[src/verilog/deeac_pkg.sv]
package deeac_pkg;
  // Array geometry
  localparam int DEEAC_ADDR_W     = 5;
  localparam int DEEAC_DATA_W     = 8;
  localparam int DEEAC_DEPTH      = 32;
  // Special-function addresses seen by the core
  localparam logic [7:0] DEEAC_CTRL_OFFSET = 8'h40;
  localparam logic [7:0] DEEAC_ADDR_SFR    = 8'h01;
  localparam logic [7:0] DEEAC_DATA_SFR    = 8'h02;
  localparam logic [7:0] DEEAC_PTR1_SFR    = 8'h03;
  localparam logic [7:0] DEEAC_IND1_SFR    = 8'h04;
  localparam logic [7:0] DEEAC_BANK_SFR    = 8'h05;
  localparam logic [7:0] DEEAC_IRQ_SFR     = 8'h06;
  // Control register fields
  localparam int DEEAC_RD_GO_BIT   = 0;
  localparam int DEEAC_RD_PERM_BIT = 1;
  localparam int DEEAC_WR_GO_BIT   = 2;
  localparam int DEEAC_WR_PERM_BIT = 3;
  // Interrupt register fields
  localparam int DEEAC_GIE_BIT     = 0;
  localparam int DEEAC_NIE_BIT     = 1;
  localparam int DEEAC_NIF_BIT     = 2;
  // Reset values
  localparam logic [7:0] DEEAC_CTRL_RST = 8'h00;
  localparam logic [4:0] DEEAC_ADDR_RST = 5'h00;
  localparam logic [7:0] DEEAC_DATA_RST = 8'h00;
  // Cycle lengths
  localparam int DEEAC_RD_CYCLES   = 4;
  localparam int DEEAC_TMR_CLK_NS  = 1000;
  localparam int DEEAC_CLK_NS      = 8;
  localparam int DEEAC_TMR_DIV     = DEEAC_TMR_CLK_NS / DEEAC_CLK_NS;
  localparam int DEEAC_WR_TICKS    = 8;
  localparam int DEEAC_CNT_W       = 16;
  // Core wait between successive control-register polls
  localparam int DEEAC_POLL_GAP    = 2;
endpackage

[src/verilog/deeac_if.sv]
`timescale 1ns/100ps
interface deeac_if (
  input wire logic clk_in,
  input wire logic rst_in
);
  logic       sfr_wr;
  logic       sfr_rd;
  logic [7:0] sfr_addr;
  logic [7:0] sfr_wdata;
  logic [7:0] sfr_rdata;
  logic       irq_req;
  logic       irq_ack;
  logic       stack_full;

  modport device (
    input  sfr_wr, sfr_rd, sfr_addr, sfr_wdata, irq_ack, stack_full,
    output sfr_rdata, irq_req
  );
  modport core (
    output sfr_wr, sfr_rd, sfr_addr, sfr_wdata, irq_ack, stack_full,
    input  sfr_rdata, irq_req
  );
endinterface

[src/verilog/deeac_device.sv]
`timescale 1ns/100ps
module deeac_device
  import deeac_pkg::*;
#(
  parameter int RD_CYCLES = deeac_pkg::DEEAC_RD_CYCLES,
  parameter int TMR_DIV   = deeac_pkg::DEEAC_TMR_DIV,
  parameter int WR_TICKS  = deeac_pkg::DEEAC_WR_TICKS
) (
  // Clock and reset
  input  wire logic clk_in,
  input  wire logic rst_in,
  // Core side
  deeac_if.device   bus,
  // Status
  output logic      busy_out,
  output logic      vector_out
);
  import deeac_pkg::*;

  typedef enum logic [2:0] {
    DEEAC_IDLE  = 3'b001,
    DEEAC_READ  = 3'b010,
    DEEAC_WRITE = 3'b100
  } deeac_state_t;

  logic [DEEAC_DATA_W-1:0] mem [DEEAC_DEPTH];
  deeac_state_t            state;
  logic [4:0]              addr;
  logic [7:0]              data;
  logic                    rd_go;
  logic                    rd_perm;
  logic                    wr_go;
  logic                    wr_perm;
  logic                    bank;
  logic [7:0]              ptr1;
  logic                    gie;
  logic                    nie;
  logic                    nif;
  logic [DEEAC_CNT_W-1:0]  cnt;
  logic [DEEAC_CNT_W-1:0]  tdiv;
  logic                    tick;
  logic                    rd_done;
  logic                    wr_done;
  logic                    ctrl_hit;
  logic                    take;
  logic [7:0]              next_rdata;

  function automatic logic sfr_hit(input logic [7:0] a,
                                   input logic [7:0] b);
    sfr_hit = (a == b);
  endfunction

  // Control only reachable indirectly through bank 1
  assign ctrl_hit = sfr_hit(bus.sfr_addr, DEEAC_IND1_SFR) && bank
                    && sfr_hit(ptr1, DEEAC_CTRL_OFFSET);
  assign rd_done  = (state == DEEAC_READ)
                    && (cnt == DEEAC_CNT_W'(RD_CYCLES - 1));
  assign wr_done  = (state == DEEAC_WRITE) && tick
                    && (cnt == DEEAC_CNT_W'(WR_TICKS - 1));
  assign take     = bus.irq_ack && nif && nie && gie;

  // Free-running timebase, independent of access timing
  always_ff @(posedge clk_in) begin
    if (rst_in || tdiv == DEEAC_CNT_W'(TMR_DIV - 1)) begin
      tdiv <= '0;
    end else begin
      tdiv <= tdiv + 1'b1;
    end
  end
  assign tick = (tdiv == DEEAC_CNT_W'(TMR_DIV - 1));

  // Sequencer
  always_ff @(posedge clk_in) begin
    if (rst_in) begin
      state <= DEEAC_IDLE;
      cnt   <= '0;
    end else begin
      case (state)
        DEEAC_IDLE: begin
          cnt <= '0;
          if (ctrl_hit && bus.sfr_wr) begin
            if (bus.sfr_wdata[DEEAC_WR_GO_BIT] && wr_perm) begin
              state <= DEEAC_WRITE;
            end else if (bus.sfr_wdata[DEEAC_RD_GO_BIT] && rd_perm) begin
              state <= DEEAC_READ;
            end
          end
        end
        DEEAC_READ: begin
          cnt <= cnt + 1'b1;
          if (rd_done) begin
            state <= DEEAC_IDLE;
          end
        end
        DEEAC_WRITE: begin
          if (tick) begin
            cnt <= cnt + 1'b1;
          end
          if (wr_done) begin
            state <= DEEAC_IDLE;
          end
        end
        default: state <= DEEAC_IDLE;
      endcase
    end
  end

  // Control register; launches ignored unless idle
  always_ff @(posedge clk_in) begin
    if (rst_in) begin
      {rd_go, rd_perm, wr_go, wr_perm} <= 4'h0;
    end else begin
      if (ctrl_hit && bus.sfr_wr) begin
        rd_perm <= bus.sfr_wdata[DEEAC_RD_PERM_BIT];
        wr_perm <= bus.sfr_wdata[DEEAC_WR_PERM_BIT];
      end
      if (state == DEEAC_IDLE && ctrl_hit && bus.sfr_wr) begin
        wr_go <= bus.sfr_wdata[DEEAC_WR_GO_BIT] && wr_perm;
        rd_go <= bus.sfr_wdata[DEEAC_RD_GO_BIT] && rd_perm
                 && !(bus.sfr_wdata[DEEAC_WR_GO_BIT] && wr_perm);
      end
      if (rd_done) begin
        rd_go <= 1'b0;
      end
      if (wr_done) begin
        wr_go <= 1'b0;
      end
    end
  end

  // Address, data, pointer and bank registers
  always_ff @(posedge clk_in) begin
    if (rst_in) begin
      addr <= DEEAC_ADDR_RST;
      data <= DEEAC_DATA_RST;
      ptr1 <= 8'h00;
      bank <= 1'b0;
    end else begin
      if (bus.sfr_wr && sfr_hit(bus.sfr_addr, DEEAC_ADDR_SFR)) begin
        addr <= bus.sfr_wdata[DEEAC_ADDR_W-1:0];
      end
      if (bus.sfr_wr && sfr_hit(bus.sfr_addr, DEEAC_PTR1_SFR)) begin
        ptr1 <= bus.sfr_wdata;
      end
      if (bus.sfr_wr && sfr_hit(bus.sfr_addr, DEEAC_BANK_SFR)) begin
        bank <= bus.sfr_wdata[0];
      end
      // Read result overrides; core writes ignored during a write cycle
      if (rd_done) begin
        data <= mem[addr];
      end else if (bus.sfr_wr && sfr_hit(bus.sfr_addr, DEEAC_DATA_SFR)
                   && state != DEEAC_WRITE) begin
        data <= bus.sfr_wdata;
      end
    end
  end

  // Array commit at end of the timed write
  always_ff @(posedge clk_in) begin
    if (wr_done) begin
      mem[addr] <= data;
    end
  end

  // Interrupt flag: hardware set wins over any clear
  always_ff @(posedge clk_in) begin
    if (rst_in) begin
      gie <= 1'b0;
      nie <= 1'b0;
      nif <= 1'b0;
    end else begin
      if (bus.sfr_wr && sfr_hit(bus.sfr_addr, DEEAC_IRQ_SFR)) begin
        gie <= bus.sfr_wdata[DEEAC_GIE_BIT];
        nie <= bus.sfr_wdata[DEEAC_NIE_BIT];
        nif <= bus.sfr_wdata[DEEAC_NIF_BIT];
      end
      if (take) begin
        nif <= 1'b0;
        gie <= 1'b0;
      end
      if (wr_done) begin
        nif <= 1'b1;
      end
    end
  end

  // Read mux; unused address bits read zero
  always_comb begin
    next_rdata = 8'h00;
    case (1'b1)
      sfr_hit(bus.sfr_addr, DEEAC_ADDR_SFR): next_rdata = {3'h0, addr};
      sfr_hit(bus.sfr_addr, DEEAC_DATA_SFR): next_rdata = data;
      sfr_hit(bus.sfr_addr, DEEAC_PTR1_SFR): next_rdata = ptr1;
      sfr_hit(bus.sfr_addr, DEEAC_BANK_SFR): next_rdata = {7'h00, bank};
      sfr_hit(bus.sfr_addr, DEEAC_IRQ_SFR):
        next_rdata = {5'h00, nif, nie, gie};
      ctrl_hit: next_rdata = {4'h0, wr_perm, wr_go, rd_perm, rd_go};
      default: next_rdata = 8'h00;
    endcase
  end

  always_ff @(posedge clk_in) begin
    if (rst_in) begin
      bus.sfr_rdata <= 8'h00;
      bus.irq_req   <= 1'b0;
      busy_out      <= 1'b0;
      vector_out    <= 1'b0;
    end else begin
      bus.sfr_rdata <= next_rdata;
      bus.irq_req   <= nif && nie && gie && !bus.stack_full;
      busy_out      <= (state != DEEAC_IDLE);
      vector_out    <= take && !bus.stack_full;
    end
  end
endmodule

[src/flat_wrapper.sv]
// flat-port wrapper written by rule: the top's interface ports become plain ports
module deeac_device_flat import deeac_pkg::*;
#(
  parameter int RD_CYCLES = deeac_pkg::DEEAC_RD_CYCLES,
  parameter int TMR_DIV   = deeac_pkg::DEEAC_TMR_DIV,
  parameter int WR_TICKS  = deeac_pkg::DEEAC_WR_TICKS
)
  (clk_in, rst_in, busy_out, vector_out, bus_sfr_wr, bus_sfr_rd, bus_sfr_addr, bus_sfr_wdata, bus_irq_ack, bus_stack_full, bus_sfr_rdata, bus_irq_req);
  deeac_if bus_i (.clk_in(clk_in), .rst_in(rst_in));
  input  wire logic clk_in;
  input  wire logic rst_in;
  output logic busy_out;
  output logic vector_out;
  input wire logic [$bits(bus_i.sfr_wr)-1:0] bus_sfr_wr;
  input wire logic [$bits(bus_i.sfr_rd)-1:0] bus_sfr_rd;
  input wire logic [$bits(bus_i.sfr_addr)-1:0] bus_sfr_addr;
  input wire logic [$bits(bus_i.sfr_wdata)-1:0] bus_sfr_wdata;
  input wire logic [$bits(bus_i.irq_ack)-1:0] bus_irq_ack;
  input wire logic [$bits(bus_i.stack_full)-1:0] bus_stack_full;
  output wire logic [$bits(bus_i.sfr_rdata)-1:0] bus_sfr_rdata;
  output wire logic [$bits(bus_i.irq_req)-1:0] bus_irq_req;
  assign bus_i.sfr_wr = bus_sfr_wr;
  assign bus_i.sfr_rd = bus_sfr_rd;
  assign bus_i.sfr_addr = bus_sfr_addr;
  assign bus_i.sfr_wdata = bus_sfr_wdata;
  assign bus_i.irq_ack = bus_irq_ack;
  assign bus_i.stack_full = bus_stack_full;
  assign bus_sfr_rdata = bus_i.sfr_rdata;
  assign bus_irq_req = bus_i.irq_req;
  deeac_device #(.RD_CYCLES(RD_CYCLES), .TMR_DIV(TMR_DIV), .WR_TICKS(WR_TICKS)) u_core (.clk_in(clk_in), .rst_in(rst_in), .bus(bus_i), .busy_out(busy_out), .vector_out(vector_out));
endmodule
[config.mk]
export PLATFORM = sky130hd
export DESIGN_NAME = deeac_device_flat
export DESIGN_NICKNAME = d
export VERILOG_FILES = /design/src/verilog/deeac_pkg.sv /design/src/verilog/deeac_if.sv /design/src/verilog/deeac_device.sv /design/src/flat_wrapper.sv
export SDC_FILE = /design/constraint.sdc
export NUM_CORES = 1
export LEC_CHECK = 0
export CORE_ASPECT_RATIO = 0.6
export CORE_UTILIZATION = 55
export DETAILED_ROUTE_END_ITERATION = 12
export DONT_BUFFER_PORTS = 1
export PLACE_DENSITY = 0.69
export SETUP_SLACK_MARGIN = 0.4
export SYNTH_ARGS = -nofsm -noshare
export SYNTH_HDL_FRONTEND = slang
export SYNTH_SLANG_ARGS = --single-unit
[constraint.sdc]
create_clock -name clk_in -period 3.1 [get_ports clk_in]
set_clock_uncertainty 0.05 [all_clocks]
set_input_delay 0.31 -clock clk_in [delete_from_list [all_inputs] [get_ports clk_in]]
set_output_delay 0.31 -clock clk_in [all_outputs]
set_load 0.01 [all_outputs]
## After elaboration in Yosys (flattened, before gate mapping)

Memory sizes are Yosys's and may differ from the RTL's. A register that Yosys moved wholly into a read port is not among the register bits.
Cells that the tools add are included.
W data, S select, Z words.

- Register bits after elaboration: 75
- Bits in writable memories: 256
- Input bits: 22
- Output and inout bits: 11
- Word-level logic and storage cells: 101
- Memories: 1

- Add/sub/neg operators: 2
- Equality and inequality tests: 20
- Multiplexer cells: 23
- Reduce and logical (&&, ||, !) cells: 36

Memory list:

| name | words | bits a word | rd ports | clocked after memory_dff | wr ports | line | source |
|---|---|---|---|---|---|---|---|
| u_core.mem | 32 | 8 | 1 | 1 | 1 | deeac_device.sv:26 | `logic [DEEAC_DATA_W-1:0] mem [DEEAC_DEPTH];` |

Operators with widths:

| operator | number |
|---|---|
| $mux W8 | 6 |
| $pmux W16 S3 | 1 |
| $add A16 B1 Y16 const B | 2 |
| $eq A8 B3 Y1 const B | 3 |
| $logic_and A1 B1 Y1 | 24 |
| $eq A16 B2 Y1 const B | 1 |
| $eq A16 B3 Y1 const B | 1 |
| $eq A16 B7 Y1 const B | 1 |
| $eq A8 B2 Y1 const B | 2 |
| $mux W16 | 1 |
| $mux W3 | 5 |
| $mux W5 | 3 |
| $pmux W3 S3 | 1 |
| $eq A8 B1 Y1 const B | 1 |
| $eq A8 B7 Y1 const B | 1 |
| $ne A2 B1 Y1 const B | 4 |
| $reduce_or A2 Y1 | 4 |
| $ne A3 B1 Y1 const B | 2 |
| $reduce_bool A3 Y1 | 2 |
| $mux W1 | 5 |
| $mux W4 | 1 |
| $reduce_and A4 Y1 | 1 |
| $eq A3 B1 Y1 const B | 1 |
| $eq A3 B2 Y1 const B | 1 |
| 6 further kinds | 7 |

## Depth between registers and ports, before layout

Gate-level depths: netlist of run 1.

- Depth after elaboration: 9
- Gate-level depth with buffers: 8
- Gate-level depth less buffers: 7

## Worst setup path before layout of run 1

OpenSTA, ideal clock, no wires.

- Path kind: register -> register
- Start: reg u_core.cnt[1]
- End: mem u_core.mem[10][0] (enable)
- Library setup time: 0.370 ns
- Arrival time: 2.102 ns
- Required time: 2.680 ns
- Path slack: 0.578 ns
- Cell stages (with the launch flop): 7
- Path buffers: 0
- Period minus slack after synthesis: 2.522 ns
- Cells stage by stage: dfxtp_1 -> ha_1 -> nor4b_1 -> nand4_1 -> nor4_4 -> nand3_1 -> nor2_1

- Cells in the longest elaborated chain, start to end: 4

RTL lines:

| item | line | source |
|---|---|---|
| start, declared | deeac_device.sv:39 | `logic [DEEAC_CNT_W-1:0] cnt;` |
| start signal, assigned | deeac_device.sv:90 | `cnt <= cnt + 1'b1;` |
| start signal, assigned | deeac_device.sv:97 | `cnt <= cnt + 1'b1;` |
| $eq A16 B3 Y1 | deeac_device.sv:59 | `&& (cnt == DEEAC_CNT_W'(WR_TICKS - 1));` |
| $logic_and A1 B1 Y1 | deeac_device.sv:59 |  |
| $mux W1 | deeac_device.sv:160 | `if (wr_done) begin` |
| $mux W1 (not written as such) | deeac_device.sv:161 | `mem[addr] <= data;` |
| end, declared | deeac_device.sv:26 |  |

Every way passes these cells.

## Worst setup path in the final report of run 1

- Start: reg u_core.cnt[0]
- End: mem u_core.mem[24][3] (enable)

The elaborated chain is that of the path after synthesis.

==> results of run 1 <==
-- flip-flops by register name, indices dropped and copies added (netlist names), named ones only --
register              count
u_core.rd_go              1
u_core.busy_out           1
u_core.nif                1
u_core.data               8
u_core.bus.sfr_rdata      8
u_core.rd_perm            1
u_core.vector_out         1
u_core.gie                1
u_core.nie                1
u_core.addr               5
u_core.wr_go              1
u_core.tdiv              16
u_core.state              3
u_core.ptr1               8
u_core.wr_perm            1
u_core.mem              256
u_core.cnt               16
u_core.bus.irq_req        1
u_core.bank               1
-- cell type report --
type / instances / area, µm²
timing repair buffer: 76 / 633
tap: 322 / 403
fill: 1745 / 8760
multi-input combinational: 530 / 4210
clock buffer: 36 / 792
inverter: 18 / 67.6
clock inverter: 18 / 218
sequential: 336 / 9300
-- cell families (layout without fill, tap and decap cells) --
family                   after synthesis  count (layout)
multiplexers                         134             134
AND/OR/NAND/NOR                      242             242
XOR/XNOR                              16              16
adder cells (fa/ha/maj)                3               3
flip-flops                           336             336
AO/OA/AOI/OAI                        135             135
buffers and inverters                 62             148
-- critical path: stages (launching register included) --
cell and delay [ns]:
dfxtp_1 0.41, ha_2 0.24, nor4b_2 0.20, nand4_1 0.22, nor4_4 0.25, buf_4 0.18
nand3_1 0.08, buf_4 0.21, nor2_1 0.17, buf_4 0.20
-- stage by stage --
stage                     cells  area (µm²)  setup WS (ns)  utilization [%]
after global placement     1267       14400          0.476             59.2
final                      1336       15600          0.565             64.1
after global routing       1336       15600          0.426             64.1
after CTS                  1335       15600          0.421             64.0
after detailed placement   1267       14400          0.438             59.2
after floorplan             928       13800          0.578                -
-- worst min path at each step --
stage,startpoint,to,cells after the start
after floorplan,bus_stack_full,u_core.bus.irq_req$_SDFF_PP0_,1
after global placement,rst_in,u_core.nie$_SDFFE_PP0P_,1
after detailed placement,rst_in,u_core.nie$_SDFFE_PP0P_,1
after CTS,bus_sfr_addr[6],u_core.bus.sfr_rdata[4]$_SDFF_PP0_,3
after global routing,bus_sfr_addr[6],u_core.bus.sfr_rdata[4]$_SDFF_PP0_,3
final,bus_sfr_addr[6],u_core.bus.sfr_rdata[4]$_SDFF_PP0_,3
-- per-layer routing --
metal  routed length [µm]  part of all wire [%]  vias to the layer above
li1                     -                     -                     3732
met5                    0                     0                        -
met4                  533                   1.7                        0
met3                 3000                   9.5                       40
met2                12600                    40                      366
met1                15500                    49                     4127
-- repair_timing --
item,CTS,global route
buffers inserted,0,1
hold endpoints to repair,42,0
gates resized for setup,0,5
endpoints found under the setup margin,0,115
hold buffers,14,0
-- layout by cell type, fill, tap and decap left out, drive strengths merged, types with 4 or more instances in the layout --
cell type / synthesis / final
nand2: 32 / 32
edfxtp: 256 / 256
nor3: 12 / 12
inv: 18 / 19
nand2b: 4 / 4
clkbuf: 25 / 36
nand3b: 4 / 4
mux2: 10 / 10
mux4: 37 / 37
mux2i: 87 / 87
a21oi: 24 / 24
a221oi: 15 / 15
a22oi: 11 / 11
xnor2: 7 / 7
a31oi: 9 / 9
nor2: 92 / 92
clkinv: 0 / 10
buf: 19 / 62
bufinv: 0 / 5
nor4: 8 / 8
dfxtp: 80 / 80
o21ai: 32 / 32
and3: 6 / 6
nand4: 17 / 17
xor2: 9 / 9
nand3: 26 / 26
o31a: 7 / 7
dlygate4sd3: 0 / 13
a22o: 10 / 10
and2: 5 / 5
nor2b: 8 / 8
or3: 16 / 16
-- where the power goes --
group / switching (mW) / leakage (nW) / internal, mW
Combinational: 0.0407 / 1.58 / 0.0274
Clock: 1.59 / 0.493 / 2.23
Sequential: 0.00652 / 3.62 / 4.78
Total: 1.64 / 5.69 / 7.03
==> impl_metrics.toml, run 1 <==
[power_and_ir_drop]
p_total_mw = 8.67
powerDensity_nw_per_um2 = 555
power_leakage_nw = 5.69
vdd_drop_max_v = 0.000468

[setup_path]
cp-startpoint = "u_core.cnt[0]$_SDFFE_PP0P_"
critical_path_class = "flip-flop to flip-flop"
rr_worst_depth = 9
cp-end-kind = "flip-flop"
critPathLaunchType = "flip-flop"
worst_ep_arrival_time_ns = 2.75
crit_fanout = 8
crit_end = "u_core.mem[24][3]$_DFFE_PP_"
r2r_setup_slack_ns = 0.56
regToRegStartpoint = "u_core.cnt[0]$_SDFFE_PP0P_"
required_ns = 3.32
r2r-end = "u_core.mem[24][3]$_DFFE_PP_"

[floorplan]
placementRows = 44
initial_core_util_pct = 56.4
dieArea_um2 = 25700
die_height_um = 125
die_w_um = 206
core_um2 = 24400
io_pins = 33

[routing]
viasPerCell = 6.19
via_count = 8265
wirelength_um = 31700
drt_iter0_markers = 940
wl_per_cell_um = 23.7
drc_errors = 2
first_pass_iters = 9
ant_nets = 0

[hold_path]
worst_hold_path_type = "primary input to flip-flop"

[clock_network]
cts_buffers = 29
cts_sinks = 336
htreeDepth = 1
clkTransAtPathRegs_ns = 0.07
cts_tree = "built"
root_buffer = "clkbuf_16"
clk_path_buf_depth = 3
clock_latency_ns = 0.56

[placed_design]
io_buffers = 0
gp_congestion = 0.863
dp_hpwl_um = 20500

[outcome]
status = "complete, but fails checks"
violations = "design-rule violations"

[logic_synthesis]
synth.largest_area_cell = "edfxtp_1"
avgSynthCellArea_um2 = 14.8
synthesis.instances = 928
synth_top_flop_cell = "edfxtp_1"
synth_top_family_by_area = "multiplexers"
synth_sequential_area_ratio_pct = 67.5
yosys.area.top_type_share_pct = 55.9
synth-simple-area-share_pct = 9.32
yosysWarningCount = 0
synthXorXnorAreaFrac_pct = 1.02
synth-async-reset-ratio_pct = 0
ys_ff_latch = 336
synth_cell_types = 66
synthMuxAreaShare_pct = 13.2
yosysMostFrequentCell = "edfxtp_1"
syn_nets = 953
syn_area_um2 = 13800
netlist_top_cells_count = "256 x edfxtp_1, 92 x nor2_1, 87 x mux2i_1"
synth_area_leaders = "edfxtp_1 56%, dfxtp_1 12%, mux2i_1 6.3%, mux4_2 5.9%, nor2_1 2.5%"
synthAdderAreaFrac_pct = 0.273
synth_compound_area_share_pct = 6.67
synth_edf_count = 256

[global_routing]
grt_antenna_before_repair = 0
grt_pass1_wl_um = 48200
grt-ovfl-total = 0
grtUsageTotal_pct = 25.3
grt.met3_usage_pct = 6.15
grt_util_met1_pct = 42.6
gr-max-usage-layer = "met1"
grtUsageMet2_pct = 32.8
grt_max_degree = 50
grt_pass1_vias = 7809

[timing]
slew_violations = 0
finalCritPeriodShare_pct = 81.8
holdWs_ns = 0.0381
finalSetupViolations = 0
maxSlewHeadroom_pct = 18.3
max_freq_mhz = 394
worst_pin_slew_ns = 1.23
grt_setup_unrepaired = "no"
min_period_ns = 2.54
tns_ns = 0
hold_violations = 0

[cells_and_area]
diodes = 0
drive_gt1_share_pct = 17.0
areaGrowthSynthToFinish_pct = 13.5
fin_nets = 1016

[job]
drv_cap = 0
(Power assumes the default switching activity.)
==> inputs of run 2 (changes only) <==
- ABC_AREA: unset -> 1
- clock period: 3.1 -> 2.6 ns (I/O delays scaled with it)
==> run 2 against run 1 <==
Against the previous run:
- the flow now finishes without violations
- final cell count grew 51%
- sequential share of layout area down 4.8 points
- critical path depth grew 2
- critical path type unchanged
==> impl_metrics.toml, run 2 <==
[outcome]
status = "complete, no violations"

[timing]
min_period_ns = 2.29
hold_violations = 0
max_freq_mhz = 437
tns_ns = 0
worst_pin_slew_ns = 0.928
maxSlewHeadroom_pct = 38.0
finalSetupViolations = 0
grt_setup_unrepaired = "yes"
slew_violations = 0
finalCritPeriodShare_pct = 88.0

[clock_network]
cts_setup_buffers = 0
htreeDepth = 1
cts_buffers = 30
clk_path_buf_depth = 3
cts_tree = "built"
root_buffer = "clkbuf_16"
clock_latency_ns = 0.58
clkTransAtPathRegs_ns = 0.06
cts_sinks = 336

[floorplan]
die_w_um = 213
initial_core_util_pct = 57.2
placementRows = 45
io_pins = 33
die_height_um = 129
dieArea_um2 = 27500
core_um2 = 25800

[global_routing]
grt_pass1_vias = 10000
grt_antenna_before_repair = 0
grtUsageTotal_pct = 28.8
grt-ovfl-total = 0
grt_pass1_wl_um = 58700
grt_max_degree = 70

[setup_path]
rr_worst_depth = 11
worst_ep_arrival_time_ns = 2.51
cp-startpoint = "u_core.tdiv[0]$_SDFF_PP0_"
cp_slowest_cell = "dfxtp_2"
cpPeakStageDelay_ns = 0.32
regToRegStartpoint = "u_core.tdiv[0]$_SDFF_PP0_"
cp_common_cell = "nand2_1"
crit_end = "u_core.mem[16][7]$_DFFE_PP_"
crit_path_cell_trace = "inv_2, ha_4, nor3b_4, nand2_1, nor3_2, nand4_1, buf_6, nor2_4, nand2_1, nor2_1, buf_4"
required_ns = 2.82
critPathLaunchType = "flip-flop"
crit_cells = 11
cpLargestDelayFamily = "simple AND/OR/NAND/NOR gates"
crit_fanout = 8
r2r_setup_slack_ns = 0.31
r2r-end = "u_core.mem[16][7]$_DFFE_PP_"
cp-end-kind = "flip-flop"
path_buf_inv = 3
critical_path_class = "flip-flop to flip-flop"

[placed_design]
place_area_um2 = 15500
io_buffers = 0
gp_congestion = 0.920
dp_hpwl_um = 25300

[cells_and_area]
final_cell_mix = "512 x nand2_1, 256 x edfxtp_1, 192 x nand3_1, 150 x inv_1, 98 x nor2_1"
areaGrowthSynthToFinish_pct = 15.2
seq_area_um2 = 9300
largest_reg_flops = 256
largestRegisters = "u_core.mem x256, u_core.cnt x16, u_core.tdiv x16"
multiInputGateArea_um2 = 4740
fin_nets = 1667
stdcell_area_um2 = 17000
regMostFlops = "u_core.mem"
diodes = 0
final_common_cell = "nand2_1"
fillers = 2072
final_util_pct = 65.9
drive_gt1_share_pct = 11.4

[routing]
wl_met2_um = 15000
wl_per_cell_um = 19.2
ant_nets = 0
drc_errors = 0
drt-met1-wl_um = 18600
drt_iter0_markers = 1451
viasPerCell = 5.60
wl_met3_um = 4450
via_count = 11300
routed.top_layer = "met4"
wirelength_um = 38700
first_pass_iters = 5

[logic_synthesis]
synth-async-reset-ratio_pct = 0
yosys.area.top_type_share_pct = 52.1
avgSynthCellArea_um2 = 9.34
ys_ff_latch = 336
syn_nets = 1604
yosysWarningCount = 0
synth_cell_types = 38
synth_edf_count = 256
synth_sequential_area_ratio_pct = 63.0
syn_area_um2 = 14700
synth_area_leaders = "edfxtp_1 52%, nand2_1 13%, dfxtp_1 11%, nand3_1 6.5%, inv_1 3.9%"
netlist_top_cells_count = "519 x nand2_1, 256 x edfxtp_1, 192 x nand3_1"
yosysMostFrequentCell = "nand2_1"
synth.largest_area_cell = "edfxtp_1"
synthesis.instances = 1579
synth_top_flop_cell = "edfxtp_1"

[power_and_ir_drop]
power_leakage_nw = 6.76
vdd_drop_max_v = 0.000635
powerDensity_nw_per_um2 = 611

[job]
drv_cap = 0

[hold_path]
worst_hold_path_type = "primary input to flip-flop"
## run 2: cells by family (layout without fill, tap and decap cells)
family / Yosys count / after routing / share of synthesized area (%)
AND/OR/NAND/NOR: 893 / 893 / 25.9
buffers and inverters: 227 / 312 / 6.08
XOR/XNOR: 10 / 10 / 0.594
flip-flops: 336 / 336 / 63.0
AO/OA/AOI/OAI: 110 / 110 / 4.20
adder cells (fa/ha/maj): 3 / 3 / 0.255
## run 2: where the power goes
part           internal, mW  leakage, nW  switching [mW]
Clock                  2.62        0.478            1.92
Sequential             5.70         3.02         0.00422
Combinational        0.0502         3.26          0.0847
Total                  8.37         6.76            2.01
## run 2: area by class of cell
class	instances	area share, %
flip-flops and latches	336	54.7
multi-input cells	1016	27.9
inverters	164	3.65
clock inverters	15	1.02
well taps	352	2.59
clock buffers	39	4.86
repair buffers	94	5.29
## run 2: tightest hold or removal path, delay by kind of cell
| kind | cells | cell delay, ns |
|---|---|---|
| and+or+nand+nor | 1 | 0.11 |
| AOI/OAI and AO/OA | 2 | 0.25 |
## run 2: how the worst min path moves through the flow
stage | cells past startpoint | endpoint | startpoint | slack [ns]
after CTS | 3 | u_core.ptr1[7]$_SDFFE_PP0P_ | bus_sfr_addr[0] | 0.01
after detailed placement | 1 | u_core.cnt[1]$_SDFFE_PP0P_ | rst_in | 0.28
final | 3 | u_core.ptr1[7]$_SDFFE_PP0P_ | bus_sfr_addr[0] | 0.04
after global routing | 3 | u_core.busy_out$_SDFF_PP0_ | rst_in | 0.05
after floorplan | 1 | u_core.bus.irq_req$_SDFF_PP0_ | bus_stack_full | 0.29
after global placement | 1 | u_core.cnt[11]$_SDFFE_PP0P_ | rst_in | 0.28
## run 2: metrics by stage
| step | power (mW) | setup WS, ns | cells | hold slack, ns |
|---|---|---|---|---|
| after CTS | 10.4 | 0.360 | 2016 | 0.0111 |
| after floorplan | 5.88 | 0.476 | 1579 | 0.286 |
| after detailed placement | 5.91 | 0.0435 | 1942 | 0.284 |
| after global placement | 5.90 | 0.0546 | 1942 | 0.283 |
| after global routing | 10.6 | 0.167 | 2016 | 0.0525 |
| final | 10.4 | 0.311 | 2016 | 0.0431 |
## run 2: routing by layer
layer / GRT usage [%] / vias up
met5: 0 / -
met4: 5.76 / 0
met3: 6.57 / 54
met2: 37.4 / 606
met1: 48.0 / 5273
li1: - / 5359
## run 2: what timing repair did
item | in CTS | in global routing
hold endpoints to repair | 54 | 0
setup endpoints to repair | 256 | 256
pin swaps | 4 | 8
hold buffers | 20 | 0
gates resized for setup | 34 | 39
==> inputs of run 3 (changes only) <==
- BUFFER_PORTS_ARGS: unset -> -buffer_cell sky130_fd_sc_hd__buf_4
- DONT_BUFFER_PORTS: 1 -> unset
- PLACE_DENSITY: 0.69 -> 0.7
==> run 3 against run 2 <==
Against the previous run:
- largest power group unchanged
- final cell count rose by 1.2%
- power fell by 2.6%
- clock power fell by 6.4%
- critical path type unchanged
- routed wire length rose by 1.8%
==> impl_metrics.toml, run 3 (same netlist as run 2, synthesis figures left out) <==
[routing]
first_pass_iters = 6
drc_errors = 0
wl_per_cell_um = 19.3
wirelength_um = 39400
drt_iter0_markers = 1918
via_count = 11500
ant_nets = 0
viasPerCell = 5.66

[global_routing]
grt_pass1_vias = 10100
grt-ovfl-total = 0
grtUsageTotal_pct = 29.1
grt_pass1_wl_um = 59400
grt_antenna_before_repair = 0
grt_max_degree = 86

[cells_and_area]
largestRegisters = "u_core.mem x256, u_core.cnt x16, u_core.tdiv x16"
fin_nets = 1691
multiInputGateArea_um2 = 4870
drive_gt1_share_pct = 13.6
regMostFlops = "u_core.mem"
diodes = 0
largest_reg_flops = 256
stdcell_area_um2 = 17300
seq_area_um2 = 9300
fillers = 2051
areaGrowthSynthToFinish_pct = 17.2
final_cell_mix = "510 x nand2_1, 256 x edfxtp_1, 192 x nand3_1, 150 x inv_1, 86 x nor2_1"
final_common_cell = "nand2_1"

[timing]
finalCritPeriodShare_pct = 88.3
max_freq_mhz = 436
hold_violations = 0
worst_pin_slew_ns = 1.09
finalSetupViolations = 0
slew_violations = 0
min_period_ns = 2.29
maxSlewHeadroom_pct = 27.1
grt_setup_unrepaired = "yes"
tns_ns = 0

[floorplan]
placementRows = 45
dieArea_um2 = 27500
io_pins = 33
die_height_um = 129
initial_core_util_pct = 57.2
die_w_um = 213
core_um2 = 25800

[placed_design]
gp_congestion = 0.962
io_buffers = 31
place_area_um2 = 15700
dp_hpwl_um = 25600

[clock_network]
cts_buffers = 29
htreeDepth = 1
root_buffer = "clkbuf_16"
cts_sinks = 336
cts_tree = "built"
clock_latency_ns = 0.58
clkTransAtPathRegs_ns = 0.06
clk_path_buf_depth = 3

[setup_path]
cpPeakStageDelay_ns = 0.32
critPathLaunchType = "flip-flop"
crit_path_cell_trace = "inv_2, ha_4, nor3b_4, nand2_1, nor3_2, nand4_1, buf_6, nor2_4, buf_6, nand2_4, nor2_4, buf_6"
cp_slowest_cell = "dfxtp_2"
cp_common_cell = "buf_6"
critical_path_class = "flip-flop to flip-flop"
worst_ep_arrival_time_ns = 2.52
cp-end-kind = "flip-flop"
regToRegStartpoint = "u_core.tdiv[0]$_SDFF_PP0_"
cp-startpoint = "u_core.tdiv[0]$_SDFF_PP0_"
required_ns = 2.83
crit_fanout = 8

[outcome]
status = "complete, no violations"

[power_and_ir_drop]
powerDensity_nw_per_um2 = 586
power_leakage_nw = 6.82
vdd_drop_max_v = 0.000483

[hold_path]
hp-start = "rst_in"
worst_hold_path_type = "primary input to flip-flop"

[job]
drv_cap = 0
## run 3: changes by cell type in the layout (fill, tap and decap cells not counted), sizes merged
cell         delta
dlygate4sd3     -6
clkinvlp        -1
inv             +1
bufinv          -1
clkbuf          -3
buf            +31
clkinv          +3
## run 3: worst paths after layout
kind                                                    end  slack (ns)  depth (start not counted)
worst max-delay path            u_core.mem[22][4]$_DFFE_PP_        0.31                         12
worst min-delay path            u_core.cnt[15]$_SDFFE_PP0P_        0.07                          2
worst max register to register  u_core.mem[22][4]$_DFFE_PP_        0.31                         12
worst min register to register   u_core.tdiv[15]$_SDFF_PP0_        0.42                          2
## run 3: repair_timing
action | in CTS | in global routing
buffers inserted | 3 | 2
pin swaps | 9 | 12
setup endpoints to repair | 256 | 261
resized for setup | 65 | 52
hold buffers | 13 | 0
endpoints found under the hold margin | 26 | 0
## run 3: metrics by stage
stage / total power, mW / util (%) / hold slack [ns] / setup WS [ns] / std cells
CTS: 10.1 / 66.1 / 0.0453 / 0.310 / 2038
global route: 10.3 / 67.0 / 0.0647 / 0.229 / 2040
finish: 10.1 / 67.0 / 0.0653 / 0.305 / 2040
detailed placement: 5.94 / 61.1 / 0.387 / 0.0418 / 1969
global placement: 5.94 / 61.1 / 0.384 / 0.104 / 1969
floorplan: 5.88 / - / 0.286 / 0.476 / 1579
## run 3: critical path: cells and delay by family (launching register included)
family                   cells  cell delay (ns)
buffers and inverters        4             0.54
adder cells (fa/ha/maj)      1             0.13
flip-flops                   1             0.32
AND/OR/NAND/NOR              7             0.98
## run 3: report_power, final
group / switching, mW / total, mW / internal [mW]
logic: 0.0898 / 0.159 / 0.0693
registers: 0.00447 / 5.70 / 5.70
clock network: 1.91 / 4.25 / 2.34
total: 2.00 / 10.1 / 8.11
## run 3: metal layers
layer  wire length (µm)  global-route usage (%)  up-vias
met3               5340                    7.15       86
met2              15300                    36.7      695
met5                  0                       0        -
met1              17800                    48.3     5363
li1                   -                       -     5403
met4                988                    7.98        0
## run 3: layout make-up
cell class	count	share of cell area (%)
Clock buffer	36	4.35
Clock inverter	17	0.920
Inverter	164	3.58
Multi-Input combinational cell	1016	28.2
Sequential cell	336	53.8
Tap cell	352	2.55
Timing Repair Buffer	119	6.58
